**src/include/smc_defs.svh**
```systemverilog
// Constants of the static memory controller: decode values, codes, timing counts
// Assumes inclusion by bare name from design files
`ifndef SMC_DEFS_SVH
`define SMC_DEFS_SVH

`define SMC_BANK_SEL0     2'h0
`define SMC_BANK_SEL1     2'h1
`define SMC_HTRANS_SEQ    2'h3
`define SMC_HSIZE_BYTE    2'h0
`define SMC_HSIZE_HALF    2'h1
`define SMC_HSIZE_WORD    2'h2
`define SMC_QUAD_LAST     2'h3
`define SMC_WAIT_MIN      5'h02
`define SMC_WE_DLY_MIN    4'h1
`define SMC_SYNC_LAST     2'h1
`define SMC_HALF_STEP     20'h00001

`endif

```
**src/include/smc_pkg.sv**
```systemverilog
// Types of the static memory controller: state codes and state records
// Assumes nothing beyond a SystemVerilog compiler
package smc_pkg;

  typedef enum logic [6:0] {
    SMC_IDLE = 7'h01,
    SMC_ADDR = 7'h02,
    SMC_ACC  = 7'h04,
    SMC_CAP  = 7'h08,
    SMC_PIPE = 7'h10,
    SMC_RESP = 7'h20,
    SMC_ERR  = 7'h40
  } smc_state_t;

  typedef struct packed {
    smc_state_t  st;
    logic        bank;
    logic        wr;
    logic [1:0]  size;
    logic        b0;
    logic        two;
    logic        first;
    logic        fast;
    logic        burst;
    logic [19:0] ha;
    logic [19:0] eaddr;
    logic [31:0] wdata;
    logic [15:0] rlo;
    logic [31:0] hrdata;
    logic        hready;
    logic        hresp;
    logic        act;
    logic [1:0]  cs;
    logic        oe_n;
    logic        we_n;
    logic [15:0] dout;
    logic        doe_n;
    logic [1:0]  bls_n;
    logic [15:0] s1;
    logic [15:0] s2;
    logic [1:0]  pc;
  } smc_ctl_t;

  typedef struct packed {
    logic [4:0] cnt;
  } smc_tmr_t;

endpackage : smc_pkg

```
**src/include/smc_tmr_if.sv**
```systemverilog
// Link between access sequencer and access timer
// Assumes both ends run on the same clock
`timescale 1ns/1ps
`default_nettype none
interface smc_tmr_if;
  logic       start;
  logic [4:0] wait_cnt;
  logic [3:0] oe_dly;
  logic [3:0] we_dly;
  logic       oe_go;
  logic       we_go;
  logic       last;

  modport ctrl  (output start, output wait_cnt, output oe_dly, output we_dly,
                 input oe_go, input we_go, input last);
  modport timer (input start, input wait_cnt, input oe_dly, input we_dly,
                 output oe_go, output we_go, output last);
endinterface : smc_tmr_if
`default_nettype wire

```
**src/verilog/smc_timer.sv**
```systemverilog
// Access timer: counts cycles of one chip-select access, times strobes and end
// Assumes start pulses in the cycle before chip-select goes active
`timescale 1ns/1ps
`default_nettype none
`include "smc_defs.svh"
module smc_timer
  import smc_pkg::*;
(
  input  wire logic  i_clock,
  input  wire logic  i_sys_rst,
  input  wire logic  i_clk_en,
  smc_tmr_if.timer   tmr
);

  smc_tmr_t   q;
  smc_tmr_t   d;
  logic [4:0] total;
  logic [4:0] nxt;
  logic [3:0] we_min;

  // Zero wait still costs two cycles
  assign total  = (tmr.wait_cnt == 5'h00) ? `SMC_WAIT_MIN : tmr.wait_cnt;
  assign nxt    = q.cnt + 5'h01;
  // Write strobe never shares the first chip-select cycle
  assign we_min = (tmr.we_dly == 4'h0) ? `SMC_WE_DLY_MIN : tmr.we_dly;

  assign tmr.oe_go = (nxt >= {1'b0, tmr.oe_dly});
  assign tmr.we_go = (nxt >= {1'b0, we_min});
  assign tmr.last  = (nxt >= total);

  always_comb begin
    d = q;
    if (tmr.start) begin
      d.cnt = 5'h00;
    end else if (q.cnt != 5'h1F) begin
      d.cnt = nxt;
    end
  end

  always_ff @(posedge i_clock) begin
    if (i_sys_rst) begin
      q <= '0;
    end else if (i_clk_en) begin
      q <= d;
    end
  end

endmodule : smc_timer
`default_nettype wire

```
**src/verilog/smc_ctrl.sv**
```systemverilog
// Static memory controller: bus slave mapping two external memory banks
// Assumes a pipelined system bus on i_clock and asynchronous 16-bit memories
//
// Function
// - Chip-select polarity programmable, active low default
// - Address bits 27:26 select bank 0 or 1
// - External data bus is 16 bits only
// - Word read stalls bus until both halves
// - Wait count per bank up to 31 cycles
// - Zero wait count still gives two cycles
// - Slow reads use read wait, writes second wait
// - Output enable delayed after chip-select, up to 15
// - Output enable drops together with chip-select
// - Bursts of four reads hold select and enable
// - Fast burst reads use second wait register
// - Burst ends at quad boundary, index 11
// - Index 00 slow, 01, 10 and 11 fast
// - Write enable delayed after chip-select, up to 15
// - Zero write delay still waits one cycle
// - Address reaches memory two cycles after request
// - Read data returns two cycles after capture
`timescale 1ns/1ps
`default_nettype none
`include "smc_defs.svh"
module smc_ctrl
  import smc_pkg::*;
(
  input  wire logic             i_clock,
  input  wire logic             i_sys_rst,
  input  wire logic             i_clk_en,
  input  wire logic             i_hsel,
  input  wire logic [31:0]      i_haddr,
  input  wire logic [1:0]       i_htrans,
  input  wire logic             i_hwrite,
  input  wire logic [2:0]       i_hsize,
  input  wire logic             i_hready,
  input  wire logic [31:0]      i_hwdata,
  output logic                  o_hreadyout,
  output logic [1:0]            o_hresp,
  output logic [31:0]           o_hrdata,
  input  wire logic [1:0]       i_cs_pol_high,
  input  wire logic [1:0]       i_burst_en,
  input  wire logic [1:0][4:0]  i_read_wait,
  input  wire logic [1:0][4:0]  i_write_burst_wait,
  input  wire logic [1:0][3:0]  i_oe_delay_field,
  input  wire logic [1:0][3:0]  i_we_delay_field,
  output logic [19:0]           o_ext_addr,
  output logic [1:0]            o_ext_cs,
  output logic                  o_ext_oe_n,
  output logic                  o_ext_we_n,
  output logic [1:0]            o_ext_bls_n,
  input  wire logic [15:0]      i_ext_data,
  output logic [15:0]           o_ext_data,
  output logic                  o_ext_data_oe_n
);

  localparam smc_ctl_t RST = '{st: SMC_IDLE, hready: 1'b1, cs: 2'h3, oe_n: 1'b1, we_n: 1'b1,
                               doe_n: 1'b1, bls_n: 2'h3, default: '0};

  smc_ctl_t    q;
  smc_ctl_t    d;
  logic        accept;
  logic        cont;
  logic        tmr_start;
  logic [15:0] wd_half;
  logic [31:0] wd;

  smc_tmr_if tmr ();

  smc_timer u_timer (
    .i_clock   (i_clock),
    .i_sys_rst (i_sys_rst),
    .i_clk_en  (i_clk_en),
    .tmr       (tmr)
  );

  // Per-bank timing fields for the access in flight
  assign tmr.start    = tmr_start;
  assign tmr.wait_cnt = (q.wr || q.fast) ? i_write_burst_wait[q.bank] : i_read_wait[q.bank];
  assign tmr.oe_dly   = i_oe_delay_field[q.bank];
  assign tmr.we_dly   = i_we_delay_field[q.bank];

  assign accept = i_hsel && i_hready && i_htrans[1];

  // Next read continues an open burst only up to the quad boundary
  assign cont = q.burst && accept && !i_hwrite && (i_htrans == `SMC_HTRANS_SEQ) &&
                (i_haddr[27:26] == {1'b0, q.bank}) &&
                (i_haddr[20:1] == (q.ha + `SMC_HALF_STEP));

  assign wd      = q.first ? i_hwdata : q.wdata;
  assign wd_half = q.ha[0] ? wd[31:16] : wd[15:0];

  always_comb begin
    d = q;
    tmr_start = 1'b0;
    // Two-stage synchroniser on the external data pins
    d.s1 = i_ext_data;
    d.s2 = q.s1;
    case (q.st)
      SMC_IDLE: begin
        d.hready = 1'b1;
        d.hresp  = 1'b0;
        if (!cont) begin
          d.act   = 1'b0;
          d.oe_n  = 1'b1;
          d.burst = 1'b0;
        end
        if (accept && !q.hresp) begin
          d.hready = 1'b0;
          d.wr     = i_hwrite;
          d.size   = i_hsize[1:0];
          d.b0     = i_haddr[0];
          d.ha     = i_haddr[20:1];
          d.two    = (i_hsize[1:0] == `SMC_HSIZE_WORD);
          d.first  = 1'b1;
          d.fast   = cont;
          d.bank   = i_haddr[26];
          if ((i_haddr[27:26] == `SMC_BANK_SEL0) || (i_haddr[27:26] == `SMC_BANK_SEL1)) begin
            d.st = SMC_ADDR;
          end else begin
            d.hresp = 1'b1;
            d.st    = SMC_ERR;
          end
        end
      end
      SMC_ADDR: begin
        // Address and select go out two cycles after the request
        d.eaddr   = q.ha;
        d.act     = 1'b1;
        tmr_start = 1'b1;
        d.first   = 1'b0;
        d.st      = SMC_ACC;
        if (q.wr) begin
          d.wdata = wd;
          d.dout  = wd_half;
          d.doe_n = 1'b0;
          if (q.size == `SMC_HSIZE_BYTE) begin
            d.bls_n = q.b0 ? 2'h1 : 2'h2;
          end else begin
            d.bls_n = 2'h0;
          end
        end else begin
          d.bls_n = 2'h0;
          d.oe_n  = q.oe_n && (tmr.oe_dly != 4'h0);
        end
      end
      SMC_ACC: begin
        if (!q.wr && tmr.oe_go) begin
          d.oe_n = 1'b0;
        end
        if (q.wr && tmr.we_go) begin
          d.we_n = 1'b0;
        end
        if (tmr.last) begin
          d.we_n = 1'b1;
          if (q.wr) begin
            d.act   = 1'b0;
            d.oe_n  = 1'b1;
            d.doe_n = 1'b1;
            d.bls_n = 2'h3;
            if (q.two) begin
              d.two = 1'b0;
              d.ha  = q.ha + `SMC_HALF_STEP;
              d.st  = SMC_ADDR;
            end else begin
              d.st = SMC_RESP;
            end
          end else begin
            // Burst keeps select and enable unless at the quad boundary
            d.burst = i_burst_en[q.bank] && (q.ha[1:0] != `SMC_QUAD_LAST);
            if (!d.burst) begin
              d.act   = 1'b0;
              d.oe_n  = 1'b1;
              d.bls_n = 2'h3;
            end
            d.pc = 2'h0;
            d.st = SMC_CAP;
          end
        end
      end
      SMC_CAP: begin
        d.pc = q.pc + 2'h1;
        if (q.pc == `SMC_SYNC_LAST) begin
          if (q.two) begin
            d.rlo  = q.s2;
            d.two  = 1'b0;
            d.ha   = q.ha + `SMC_HALF_STEP;
            d.fast = q.burst;
            d.st   = SMC_ADDR;
          end else begin
            d.hrdata = (q.size == `SMC_HSIZE_WORD) ? {q.s2, q.rlo} : {q.s2, q.s2};
            d.st     = SMC_PIPE;
          end
        end
      end
      SMC_PIPE: begin
        d.st = SMC_RESP;
      end
      SMC_RESP: begin
        d.hready = 1'b1;
        d.st     = SMC_IDLE;
      end
      SMC_ERR: begin
        d.hready = 1'b1;
        d.hresp  = 1'b1;
        d.st     = SMC_IDLE;
      end
      default: begin
        d = RST;
      end
    endcase
    // Select level per bank with programmable polarity
    for (int b = 0; b < 2; b++) begin
      d.cs[b] = (d.act && (d.bank == b[0])) ^ !i_cs_pol_high[b];
    end
  end

  always_ff @(posedge i_clock) begin
    if (i_sys_rst) begin
      q <= RST;
    end else if (i_clk_en) begin
      q <= d;
    end
  end

  assign o_hreadyout     = q.hready;
  assign o_hresp         = {1'b0, q.hresp};
  assign o_hrdata        = q.hrdata;
  assign o_ext_addr      = q.eaddr;
  assign o_ext_cs        = q.cs;
  assign o_ext_oe_n      = q.oe_n;
  assign o_ext_we_n      = q.we_n;
  assign o_ext_bls_n     = q.bls_n;
  assign o_ext_data      = q.dout;
  assign o_ext_data_oe_n = q.doe_n;

endmodule : smc_ctrl
`default_nettype wire

```
**config.mk**
```make
export PLATFORM = sky130hd
export DESIGN_NAME = smc_ctrl
export DESIGN_NICKNAME = d
export VERILOG_FILES = /design/src/include/smc_pkg.sv /design/src/include/smc_tmr_if.sv /design/src/verilog/smc_timer.sv /design/src/verilog/smc_ctrl.sv
export VERILOG_INCLUDE_DIRS = /design/src /design/src/include
export SDC_FILE = /design/constraint.sdc
export NUM_CORES = 1
export LEC_CHECK = 0
export ABC_CLOCK_PERIOD_IN_PS = 10230
export BUFFER_PORTS_ARGS = -buffer_cell sky130_fd_sc_hd__clkbuf_2
export CORE_ASPECT_RATIO = 1.1
export CORE_MARGIN = 10
export CORE_UTILIZATION = 35
export CTS_BUF_LIST = sky130_fd_sc_hd__clkbuf_4
export CTS_CLUSTER_SIZE = 28
export DETAILED_ROUTE_END_ITERATION = 8
export PLACE_DENSITY_LB_ADDON = 0.2
export REMOVE_ABC_BUFFERS = 1
export SLEW_MARGIN = 20
export SYNTH_ARGS = -nofsm -noshare
export SYNTH_HDL_FRONTEND = slang
export SYNTH_HIERARCHICAL = 1
export SYNTH_SLANG_ARGS = --single-unit
export TNS_END_PERCENT = 50
```
**constraint.sdc**
```tcl
create_clock -name i_clock -period 10.23 [get_ports i_clock]
set_clock_uncertainty 0.1 [all_clocks]
set_input_delay 3.069 -clock i_clock [delete_from_list [all_inputs] [get_ports i_clock]]
set_output_delay 3.069 -clock i_clock [all_outputs]
set_load 0.05 [all_outputs]
```
==> run metrics <==
vias post-DR=9237; Leak=0.004682 uW; antenna violations before repair=1; clock tree buffer depth=3; post-synthesis instance area=10570 sq um; Nets=1514; first-pass GRT wire length=48770 um; initial DRC count=490; Slew @ Worst Pin=0.9978 ns; Die ar.=37550 sq um; fillers=3082; P per Cell Area=143.8 nW/um^2; Starting Density=35.64%; final WL=30530 um; Rows=66; Die H=202.2 um; hpwl dp=19980 um; Setup crit end kind=register; Final GP Congestion=0.8307; Fin Hold WS=0.3477 ns; total track usage=15.85%; Hold Path Origin=o_ext_addr[9]; Max-Cap Viols=0; most common library cell in the layout ignoring fill and taps=dfxtp_1; hold path depth=2; Area Overhead vs Synth=13.16%; Synthesis Warnings=6; post-route design area=11960 sq um; Area after DPL=11270 sq um; Setup crit start=i_read_wait[7]; core footprint=29650 sq um; worst-skew pair later-pin latency=0.72 ns; Yosys reg bits=201; crit path kind=in2reg; reg2reg start=q[187]; WHS Endpoint=o_ext_addr[9]; syn avg cell area=8.393 sq um; max-slew violations=0; register area=4025 sq um; TNS Setup=0 ns; largest net degree at the start of global routing=90; clk slew on worst S/H paths=0.06 ns; most frequent cells in the layout=dfxtp_1 (200), clkbuf_2 (196), nor2_1 (165); CTS buffer count=56; outcome=completed; number of flops mapped to enable cells by yosys=0; Main synth FF type=dfxtp_1; GRT overflow=0; htree depth=2; Fin. Hold Viols=0; Period minus WS final=5.734 ns; Post-CTS Setup Inserts=0; Antenna Nets Post-Route=0; clk root buf=clkbuf_4; sequential fraction of the synthesis area=38.08%; TritonCTS clock tree=built; post-cts hold buffer count=0; FFs w/ async S/R, synth=0%; endpoints failing setup=0; Worst VDD drop=0.00005806 V; worst path arrival time=6.21 ns; Slew Limit Headroom=33.18%; CP Launch Type=primary input; Final period util=56.05%; CP required=10.70 ns; total power draw=1719 uW; flop-to-flop setup slack=6.12 ns; RSZ-0062 raised after global routing=no; clock sinks=201; post-DR wirelength/cell=17.21 um; R2R depth=15; DIE WIDTH=185.7 um; drt pass-1 iters=5; fraction of layout cells with a size suffix above 1=27.09%; Resized cells post-CTS=0; Avg Vias per Cell=5.207; synth unique cells=71; area of the multi-input gates=5563 sq um; IO Count=209; Crit Reg-Reg Endpoint=q[178]; # port buffers=197; HP Class=reg2reg; DRC=0; vias in the first global route=9108; CP max FO=40; Max Fclk=174.4 MHz; Cells after Synth=1259
-- synth_stat cells, drive strengths merged, types with 19 or more instances --
master | n | area [sq um]
inv | 25 | 93.84
nand3 | 70 | 362.8
buf | 96 | 660.6
nor2 | 166 | 623.1
nor3 | 19 | 105.1
mux4 | 21 | 473.0
dfxtp | 201 | 4024
mux2 | 24 | 270.3
a22oi | 80 | 600.6
o21ai | 36 | 187.7
xnor2 | 25 | 219.0
clkbuf | 70 | 262.8
a21oi | 122 | 610.6
nor2b | 39 | 244.0
nand2 | 108 | 405.4
-- where the power goes --
group          leakage (uW)  internal, uW  switching (uW)  total (uW)
sequential          0.00163           796            16.9         813
combinational       0.00265          75.2             106         182
clock              0.000406           385             340         725
-- area by class of cell --
cell class | count | area share (%)
flip-flops and latches | 201 | 33.66
diodes | 1 | 0.02093
repair buffers | 215 | 9.429
clock inverters | 9 | 0.5128
multi-input cells | 867 | 46.53
inverters | 25 | 0.7848
well taps | 374 | 3.914
clock buffers | 82 | 5.149
-- critical path, stage by stage --
cell and delay, ns:
clkbuf_2 0.08, mux4_2 0.49, nor4_1 0.27, nor2_1 0.07, ha_1 0.28, nand4_1 0.07, a21oi_1 0.13, a211o_1 0.23
o221ai_2 0.31, nand2b_1 0.28, a21oi_2 0.11, buf_4 0.37, o21ai_0 0.15, a22oi_1 0.21, nor2_1 0.05
-- sequential cells by signal (all words and copies together) (netlist names) --
| signal | flops |
|---|---|
| o_ext_we_n | 1 |
| o_ext_oe_n | 1 |
| o_ext_cs | 2 |
| o_ext_addr | 20 |
| o_ext_bls_n | 2 |
| o_hresp | 1 |
| u_timer/q | 5 |
| o_ext_data_oe_n | 1 |
| q | 119 |
| o_hreadyout | 1 |
| o_ext_data | 16 |
| o_hrdata | 32 |
-- kinds of logic (layout without fill, tap and decap cells) --
family / after synthesis / in the layout / share of synthesized area [%]
AOI/OAI and AO/OA: 295 / 295 / 18.09
DFF: 201 / 201 / 38.08
other: 1 / 2 / 0.03549
xor gates and xnor gates: 33 / 33 / 2.735
muxes: 51 / 51 / 7.602
and+or+nand+nor: 470 / 470 / 21.81
adders and majority gates: 17 / 17 / 2.013
buffers and inverters: 191 / 331 / 9.627
-- metrics by stage --
stage / worst slack [ns] / util, % / instances
5_1_grt: 4.237 / 40.33 / 1774
6_report: 4.496 / 40.33 / 1774
3_5_place_dp: 3.484 / 38.01 / 1682
4_1_cts: 4.265 / 40.30 / 1773
3_3_place_gp: 3.509 / 38.01 / 1682
2_1_floorplan: 3.071 / - / 1093
-- metal layers --
| metal | global-route usage, % | wire (um) | up-vias |
|---|---|---|---|
| met4 | 5.245 | 563 | 0 |
| li1 | - | - | 4622 |
| met3 | 3.714 | 2027 | 42 |
| met2 | 26.53 | 14430 | 245 |
| met1 | 19.48 | 13510 | 4328 |
| met5 | 0 | 0 | - |
-- how the worst max path moves through the flow --
stage	endpoint	slack, ns
6_report	q[178]	4.50
5_1_grt	q[178]	4.24
4_1_cts	q[178]	4.26
3_5_place_dp	q[178]	3.48
3_3_place_gp	q[178]	3.51
2_1_floorplan	q[178]	3.07
Power figures use the tool's default switching activity.
